$ cat src/motor_gate_consts.vh
`ifndef MOTOR_GATE_CONSTS_VH
`define MOTOR_GATE_CONSTS_VH
// register word offsets (word addresses on the 16-bit bus)
`define OFS_GATE_CTRL 3'h0
`define OFS_SUBCOUNTER 3'h1
`define OFS_DEAD_TIME 3'h2
`define OFS_HALF_PERIOD 3'h3
`define OFS_HALF_PERIOD_BUF 3'h4
// gate-control fields
`define GC_RSVD_BIT 7
`define GC_ENABLE_BIT 6
`define GC_REV_PWM_BIT 5
`define GC_POS_PWM_BIT 4
`define GC_FB_BIT 3
// reset values
`define GC_RESET 8'h80
`define SUBCNT_RESET 16'h0000
`define DEAD_TIME_RESET 16'hFFFF
`define HALF_PERIOD_RESET 16'hFFFF
`define HALF_PERIOD_BUF_RESET 16'hFFFF
// timer modes
`define MODE_OTHER 2'h0
`define MODE_RESET_SYNC 2'h1
`define MODE_COMPLEMENTARY 2'h2
`endif

$ cat src/phase_decode.v
`timescale 1ns/100ps
// phase code {w,v,u} to {w,v,u reverse, w,v,u positive}
module phase_decode (
  input wire [2:0] code_i,
  output reg [5:0] on_o
);
  always @*
  begin
    case (code_i)
      3'h1: on_o = 6'h21;
      3'h2: on_o = 6'h0A;
      3'h3: on_o = 6'h22;
      3'h4: on_o = 6'h14;
      3'h5: on_o = 6'h11;
      3'h6: on_o = 6'h0C;
      default: on_o = 6'h00;
    endcase
  end
endmodule // phase_decode

$ cat src/motor_gate_ctrl.v
`timescale 1ns/100ps
`include "motor_gate_consts.vh"
module motor_gate_ctrl (
  input wire CLK_I,
  input wire SRST_I,
  input wire [2:0] ADDR_I,
  input wire WR_I,
  input wire RD_I,
  input wire [1:0] BE_I,
  input wire [15:0] WDATA_I,
  output reg [15:0] RDATA_O,
  output reg ACC_ERR_O,
  input wire [1:0] TIMER_MODE_I,
  input wire COUNTER_RESTART_I,
  input wire SUBCNT_LOAD_I,
  input wire [15:0] SUBCNT_LOAD_VAL_I,
  input wire SUBCNT_DOWN_START_I,
  input wire PERIOD_XFER_I,
  input wire [2:0] CAPTURE_PHASE_I,
  input wire [5:0] PWM_WAVE_I,
  input wire [5:0] LEVEL_ON_I,
  output reg [5:0] PHASE_OUT_O,
  output reg LOAD_COUNTER_THREE_O,
  output reg [15:0] COUNTER_THREE_LOAD_O,
  output reg SUBCNT_TURN_O
);
  // gate register keeps bits 6:0; bit 7 is a constant one on reads
  reg [6:0] gate_q;
  reg [15:0] subcnt_q;
  reg subcnt_down_q;
  reg [15:0] dead_time_q;
  reg [15:0] half_period_q;
  reg [15:0] half_period_buf_q;
  reg [2:0] cap_meta_q;
  reg [2:0] cap_sync_q;
  reg [15:0] rdata_d;
  reg acc_err_d;
  wire [5:0] phase_d;
  wire [7:0] gate_reset;
  wire [7:0] gate_rd;
  wire pwm_mode;
  wire comp_mode;
  wire [2:0] phase_code;
  wire [5:0] phase_on;
  wire full_word;
  wire bus_active;
  wire sel_gate;
  wire sel_subcnt;
  wire sel_dead;
  wire sel_half;
  wire sel_buf;
  wire sel_none;
  wire gate_wr;
  wire dead_wr;
  wire half_wr;
  wire buf_wr;
  wire narrow_err;
  wire match;
  genvar g;

  assign gate_reset = `GC_RESET;
  assign gate_rd = {1'b1, gate_q};
  assign pwm_mode = (TIMER_MODE_I == `MODE_COMPLEMENTARY) ||
                    (TIMER_MODE_I == `MODE_RESET_SYNC);
  assign comp_mode = (TIMER_MODE_I == `MODE_COMPLEMENTARY);
  assign full_word = (BE_I == 2'h3);
  assign bus_active = WR_I || RD_I;
  assign sel_gate = (ADDR_I == `OFS_GATE_CTRL);
  assign sel_subcnt = (ADDR_I == `OFS_SUBCOUNTER);
  assign sel_dead = (ADDR_I == `OFS_DEAD_TIME);
  assign sel_half = (ADDR_I == `OFS_HALF_PERIOD);
  assign sel_buf = (ADDR_I == `OFS_HALF_PERIOD_BUF);
  assign sel_none = !(sel_gate || sel_subcnt || sel_dead || sel_half ||
                      sel_buf);
  // gate register is 8-bit: low lane carries it, either access width ok
  assign gate_wr = WR_I && sel_gate && BE_I[0];
  // 16-bit registers drop any partial-width write
  assign dead_wr = WR_I && full_word && sel_dead;
  assign half_wr = WR_I && full_word && sel_half;
  assign buf_wr = WR_I && full_word && sel_buf;
  assign narrow_err = !sel_gate && !full_word;
  assign phase_code = gate_q[`GC_FB_BIT] ? gate_q[2:0] :
                      cap_sync_q;
  assign match = (subcnt_q == half_period_q);

  phase_decode u_phase_decode (
    .code_i(phase_code),
    .on_o(phase_on)
  );

  // capture inputs come from pins: two flops before use
  always @(posedge CLK_I)
  begin
    if (SRST_I)
    begin
      cap_meta_q <= 3'h0;
      cap_sync_q <= 3'h0;
    end
    else
    begin
      cap_meta_q <= CAPTURE_PHASE_I;
      cap_sync_q <= cap_meta_q;
    end
  end

  always @(posedge CLK_I)
  begin
    if (SRST_I)
    begin
      gate_q <= gate_reset[6:0];
    end
    else if (gate_wr)
    begin
      gate_q <= WDATA_I[6:0];
    end
  end

  always @(posedge CLK_I)
  begin
    if (SRST_I)
    begin
      dead_time_q <= `DEAD_TIME_RESET;
    end
    else if (dead_wr)
    begin
      dead_time_q <= WDATA_I;
    end
  end

  always @(posedge CLK_I)
  begin
    if (SRST_I)
    begin
      half_period_buf_q <= `HALF_PERIOD_BUF_RESET;
    end
    else if (buf_wr)
    begin
      half_period_buf_q <= WDATA_I;
    end
  end

  // a bus write in the transfer cycle wins: it is the newer intent
  always @(posedge CLK_I)
  begin
    if (SRST_I)
    begin
      half_period_q <= `HALF_PERIOD_RESET;
    end
    else if (half_wr)
    begin
      half_period_q <= WDATA_I;
    end
    else if (PERIOD_XFER_I)
    begin
      half_period_q <= half_period_buf_q;
    end
  end

  // subcounter has no bus write path, so writes leave it alone
  always @(posedge CLK_I)
  begin
    if (SRST_I)
    begin
      subcnt_q <= `SUBCNT_RESET;
      subcnt_down_q <= 1'b0;
    end
    else if (!comp_mode)
    begin
      subcnt_q <= `SUBCNT_RESET;
      subcnt_down_q <= 1'b0;
    end
    else if (SUBCNT_LOAD_I)
    begin
      subcnt_q <= SUBCNT_LOAD_VAL_I;
    end
    else if (SUBCNT_DOWN_START_I)
    begin
      subcnt_down_q <= 1'b1;
    end
    else if (subcnt_down_q && match)
    begin
      subcnt_down_q <= 1'b0;
      subcnt_q <= subcnt_q + 16'h0001;
    end
    else if (subcnt_down_q)
    begin
      subcnt_q <= subcnt_q - 16'h0001;
    end
    else
    begin
      subcnt_q <= subcnt_q + 16'h0001;
    end
  end

  // turn pulse is registered: high in the cycle after the down count meets the half period
  always @(posedge CLK_I)
  begin
    if (SRST_I)
    begin
      SUBCNT_TURN_O <= 1'b0;
    end
    else
    begin
      SUBCNT_TURN_O <= comp_mode && !SUBCNT_LOAD_I &&
                       !SUBCNT_DOWN_START_I && subcnt_down_q && match;
    end
  end

  // load value is the dead time as it stood before the restart edge
  always @(posedge CLK_I)
  begin
    if (SRST_I)
    begin
      LOAD_COUNTER_THREE_O <= 1'b0;
      COUNTER_THREE_LOAD_O <= 16'h0000;
    end
    else
    begin
      LOAD_COUNTER_THREE_O <= comp_mode && COUNTER_RESTART_I;
      COUNTER_THREE_LOAD_O <= dead_time_q;
    end
  end

  // per output: positive bits 2:0 use bit 4, reverse bits 5:3 use bit 5
  generate
    for (g = 0; g < 6; g = g + 1)
    begin : g_out
      reg out_d;
      always @*
      begin
        if (!pwm_mode || !gate_q[`GC_ENABLE_BIT])
        begin
          out_d = PWM_WAVE_I[g];
        end
        else if (!phase_on[g])
        begin
          // off pins rest at the inactive level
          out_d = ~LEVEL_ON_I[g];
        end
        else if (gate_q[(g < 3) ? `GC_POS_PWM_BIT : `GC_REV_PWM_BIT])
        begin
          out_d = PWM_WAVE_I[g];
        end
        else
        begin
          out_d = LEVEL_ON_I[g];
        end
      end
      assign phase_d[g] = out_d;
    end
  endgenerate

  always @*
  begin
    rdata_d = 16'h0000;
    acc_err_d = 1'b0;
    if (sel_gate)
    begin
      rdata_d = {8'h00, gate_rd};
    end
    else if (sel_subcnt)
    begin
      rdata_d = subcnt_q;
    end
    else if (sel_dead)
    begin
      rdata_d = dead_time_q;
    end
    else if (sel_half)
    begin
      rdata_d = half_period_q;
    end
    else if (sel_buf)
    begin
      rdata_d = half_period_buf_q;
    end
    if (sel_none || narrow_err)
    begin
      acc_err_d = 1'b1;
    end
    if (!bus_active)
    begin
      acc_err_d = 1'b0;
    end
    if (!RD_I || acc_err_d)
    begin
      rdata_d = 16'h0000;
    end
  end

  always @(posedge CLK_I)
  begin
    if (SRST_I)
    begin
      RDATA_O <= 16'h0000;
      ACC_ERR_O <= 1'b0;
      PHASE_OUT_O <= 6'h00;
    end
    else
    begin
      RDATA_O <= rdata_d;
      ACC_ERR_O <= acc_err_d;
      PHASE_OUT_O <= phase_d;
    end
  end
endmodule // motor_gate_ctrl

$ cat config.mk
export PLATFORM = sky130hd
export DESIGN_NAME = motor_gate_ctrl
export DESIGN_NICKNAME = d
export VERILOG_FILES = /design/src/phase_decode.v /design/src/motor_gate_ctrl.v
export VERILOG_INCLUDE_DIRS = /design/src /design/src/src
export SDC_FILE = /design/constraint.sdc
export NUM_CORES = 1
export LEC_CHECK = 0
export ABC_AREA = 1
export ABC_CLOCK_PERIOD_IN_PS = 1700
export BUFFER_PORTS_ARGS = -buffer_cell sky130_fd_sc_hd__buf_2
export CAP_MARGIN = 0
export CORE_ASPECT_RATIO = 1.25
export CORE_MARGIN = 3
export CORE_UTILIZATION = 50
export DETAILED_ROUTE_END_ITERATION = 16
export GPL_TIMING_DRIVEN = 1
export PLACE_DENSITY = 0.75
export SLEW_MARGIN = 15
export SYNTH_ARGS = -nofsm -noshare
export SYNTH_HDL_FRONTEND = slang
export SYNTH_HIERARCHICAL = 1
export SYNTH_SLANG_ARGS = --single-unit
$ cat constraint.sdc
create_clock -name CLK_I -period 1.7 [get_ports CLK_I]
set_input_delay 0.085 -clock CLK_I [delete_from_list [all_inputs] [get_ports CLK_I]]
set_output_delay 0.085 -clock CLK_I [all_outputs]
set_load 0.01 [all_outputs]
==> impl_metrics.yaml <==
floorplanning:
  die_area_um2: 13200
  coreArea_um2: 11350
  num_rows: 43
  io_pins: 103
  dieHeight_um: 127.7
  die_x_um: 103.4
  start_util_pct: 52.18
grt:
  grt_max_degree: 47
  gr-total-overflow: 0
  grt_pass1_vias: 5793
  grt_pass1_wl_um: 28630
  antenna_found_initial: 0
  grtUsageTotal_pct: 27.34
timing:
  max_freq_mhz: 627.4
  hold_viol_final: 0
  slew_viol_final: 0
  worst_clock_skew_ns: 0.009273
  worst_pin_slew_ns: 1.147
  fin_crit_ns: 1.594
  slew-limit-headroom_pct: 23.25
  fin_crit_sh_pct: 93.76
  rsz0062_at_grt: "true"
  whs_ns: 0.01577
  setup_viol: 0
yosys:
  synth-seq-area-share_pct: 40.22
  synth_area_um2: 5923
  ys.flop_type: "dfxtp_1"
  async_flop_share_pct: 0
  ys_warn_count: 6
  yosys.area.top_type: "dfxtp_1"
  synth_top_area_share_pct: 40.22
  synth_area_leaders: "dfxtp_1 40%, nand2_1 11%, inv_1 8.0%"
  netlist_instances: 870
  synth_nets: 935
  synth_cell_types: 34
  syn_area_per_cell_um2: 6.808
  synth_edf_count: 0
  synth_seq_cells: 119
cells_and_area:
  design_area_um2: 7954
  diodes: 0
  nets: 1106
  areaGrowthSynthToFinish_pct: 34.28
  drive_gt1_share_pct: 25.33
worst_setup_path:
  cp_top_family: "simple AND/OR/NAND/NOR gates"
  critPathMaxStageDelay_ns: 0.37
  cp_slowest_cell: "dfxtp_4"
  worstReg2RegStart: "subcnt_q[1]"
  crit_buf_inv: 1
  crit_path_cell_trace: "ha_2, nand3_1, nor2_1, buf_4, nand3_2, nor2_1, xor2_1, nand2_1, nand3_1, a21oi_1"
  crit_type: "register to register"
  critPathMaxFanout: 5
  worstPathRequired_ns: 1.99
  reg2reg_slack_ns: 0.11
  worst_r2r_path_depth: 10
  worstPathArrival_ns: 1.89
  worstSetupStartpointType: "register"
  end_kind: "register"
  reg2reg_to: "subcnt_q[10]"
placed_design:
  portBuffers: 102
  dpl.hpwl_um: 12190
  gp_congestion: 0.9298
  placed_area_um2: 6890
detailed_routing:
  drt-total-wl_um: 17470
  first_pass_iters: 5
  drt-wirelength-per-cell_um: 14.43
  drt_iter0_drc: 463
  drc: 0
  vias_per_cell: 5.183
  antenna_left: 0
  vias: 6277
power_and_ir_drop:
  power_density_nw_per_um2: 942.7
  power.leakage_nw: 3.964
  vdd_drop_max_uv: 786.9
cts:
  clock_sinks: 119
  cts_made_buffers: 17
  cts_root_buf: "clkbuf_16"
  insertion_delay_ns: 0.41
  cts_buffer_depth: 2
  clk_pin_slew_ns: 0.06
  cts_tree: "done"
  cts_max_level: 4
status:
  outcome: "complete, no violations"
min_path:
  min_path_cells: 4
  min_from: "LEVEL_ON_I[3]"
  hold_path.class: "input pin to register"
  hold_end: "PHASE_OUT_O[3]"
flow_run:
  cap_violations: 0
cells in the mapped netlist (3+ instances only):
cell      instances
nor2_1           78
o22ai_1          15
o21ai_0          89
buf_2             5
nand4_1          10
buf_1             3
inv_1           127
ha_1              3
clkbuf_1         23
nand2_1         180
buf_4             7
a21oi_1          67
nand2_2           3
inv_2            10
a211oi_1          6
or2_2             6
nor2_4            3
nand3_1          54
xor2_1           17
nand3_2           3
dfxtp_1         119
nor3_1            7
o211ai_1         21
power by group:
| part | internal, W | switching, W |
|---|---|---|
| combinational | 0.000333 | 0.000461 |
| clock | 0.00245 | 0.00134 |
| sequential | 0.00287 | 0.0000480 |
metal layers:
metal / track usage, % / wire [um]
met4: 8.689 / 364
met2: 43.06 / 8328
met1: 37.86 / 7637
met3: 4.845 / 1142
met5: 0 / 0
worst min-delay path, stage by stage:
cell and delay [ns]:
buf_2 0.08, nand2_1 0.05, a21oi_1 0.11, a211oi_1 0.05
repair_timing:
item / CTS / global route
hold endpoints to repair: 55 / 0
pin swaps: 0 / 3
resized for setup: 1 / 55
hold buffers: 29 / 0
buffers inserted: 0 / 1
setup endpoints to repair: 1 / 21
flip-flops by register name (all words and copies together) (netlist names):
name and cells:
cap_sync_q 3, SUBCNT_TURN_O 1, cap_meta_q 3, subcnt_down_q 1
RDATA_O 16, PHASE_OUT_O 6, ACC_ERR_O 1, LOAD_COUNTER_THREE_O 1
COUNTER_THREE_LOAD_O 16, half_period_buf_q 16, half_period_q 16, dead_time_q 16
subcnt_q 16, gate_q 7
worst max path at each step:
stage	startpoint	end	slack, ns	depth (start not counted)
4_1_cts	subcnt_q[1]	subcnt_q[10]	0.005	10
5_1_grt	gate_q[3]	PHASE_OUT_O[2]	-0.02	9
2_1_floorplan	subcnt_q[0]	subcnt_q[14]	0.12	9
6_report	subcnt_q[1]	subcnt_q[10]	0.11	10
3_5_place_dp	subcnt_q[0]	subcnt_q[14]	0.002	9
3_3_place_gp	subcnt_q[1]	subcnt_q[10]	0.008	10
cell usage in the layout (no fill, tap or decap), types with 9 or more instances in the layout:
cell type	Yosys	final
a21oi_1	67	64
buf_2	5	102
buf_4	7	60
clkbuf_16	0	17
dfxtp_1	119	103
dfxtp_2	0	10
dlygate4sd3_1	0	29
inv_1	127	124
inv_2	10	13
nand2_1	180	174
nand2_2	3	9
nand3_1	54	53
nand4_1	10	10
nor2_1	78	72
o211ai_1	21	21
o21ai_0	89	85
o22ai_1	15	15
xor2_1	17	17
cell families after synthesis:
logic type / Yosys count / share of synthesized area, %
adders and majority gates: 3 / 0.6338
buffers and inverters: 178 / 12.27
DFF: 119 / 40.22
xor gates and xnor gates: 17 / 2.514
and+or+nand+nor: 348 / 25.20
AOI/OAI and AO/OA: 205 / 19.16
through the flow:
step	TNS, ns	cells	power [W]	util [%]	setup slack, ns
2_1_floorplan	0	870	0.003401	-	0.1210
5_1_grt	-0.05148	1211	0.007759	70.07	-0.01566
6_report	0	1211	0.007498	70.07	0.1062
4_1_cts	0	1210	0.007503	68.83	0.004984
3_3_place_gp	0	1149	0.003677	60.70	0.007742
3_5_place_dp	0	1149	0.003685	60.70	0.001953
area by class of cell:
cell class	instances	area, um2
Clock buffer	20	466.7
Tap cell	157	196.4
Sequential cell	119	2417
Clock inverter	12	163.9
Inverter	137	514.2
Fill cell	956	3398
Multi-Input combinational cell	573	2913
Timing Repair Buffer	193	1282
(Power assumes the default switching activity.)
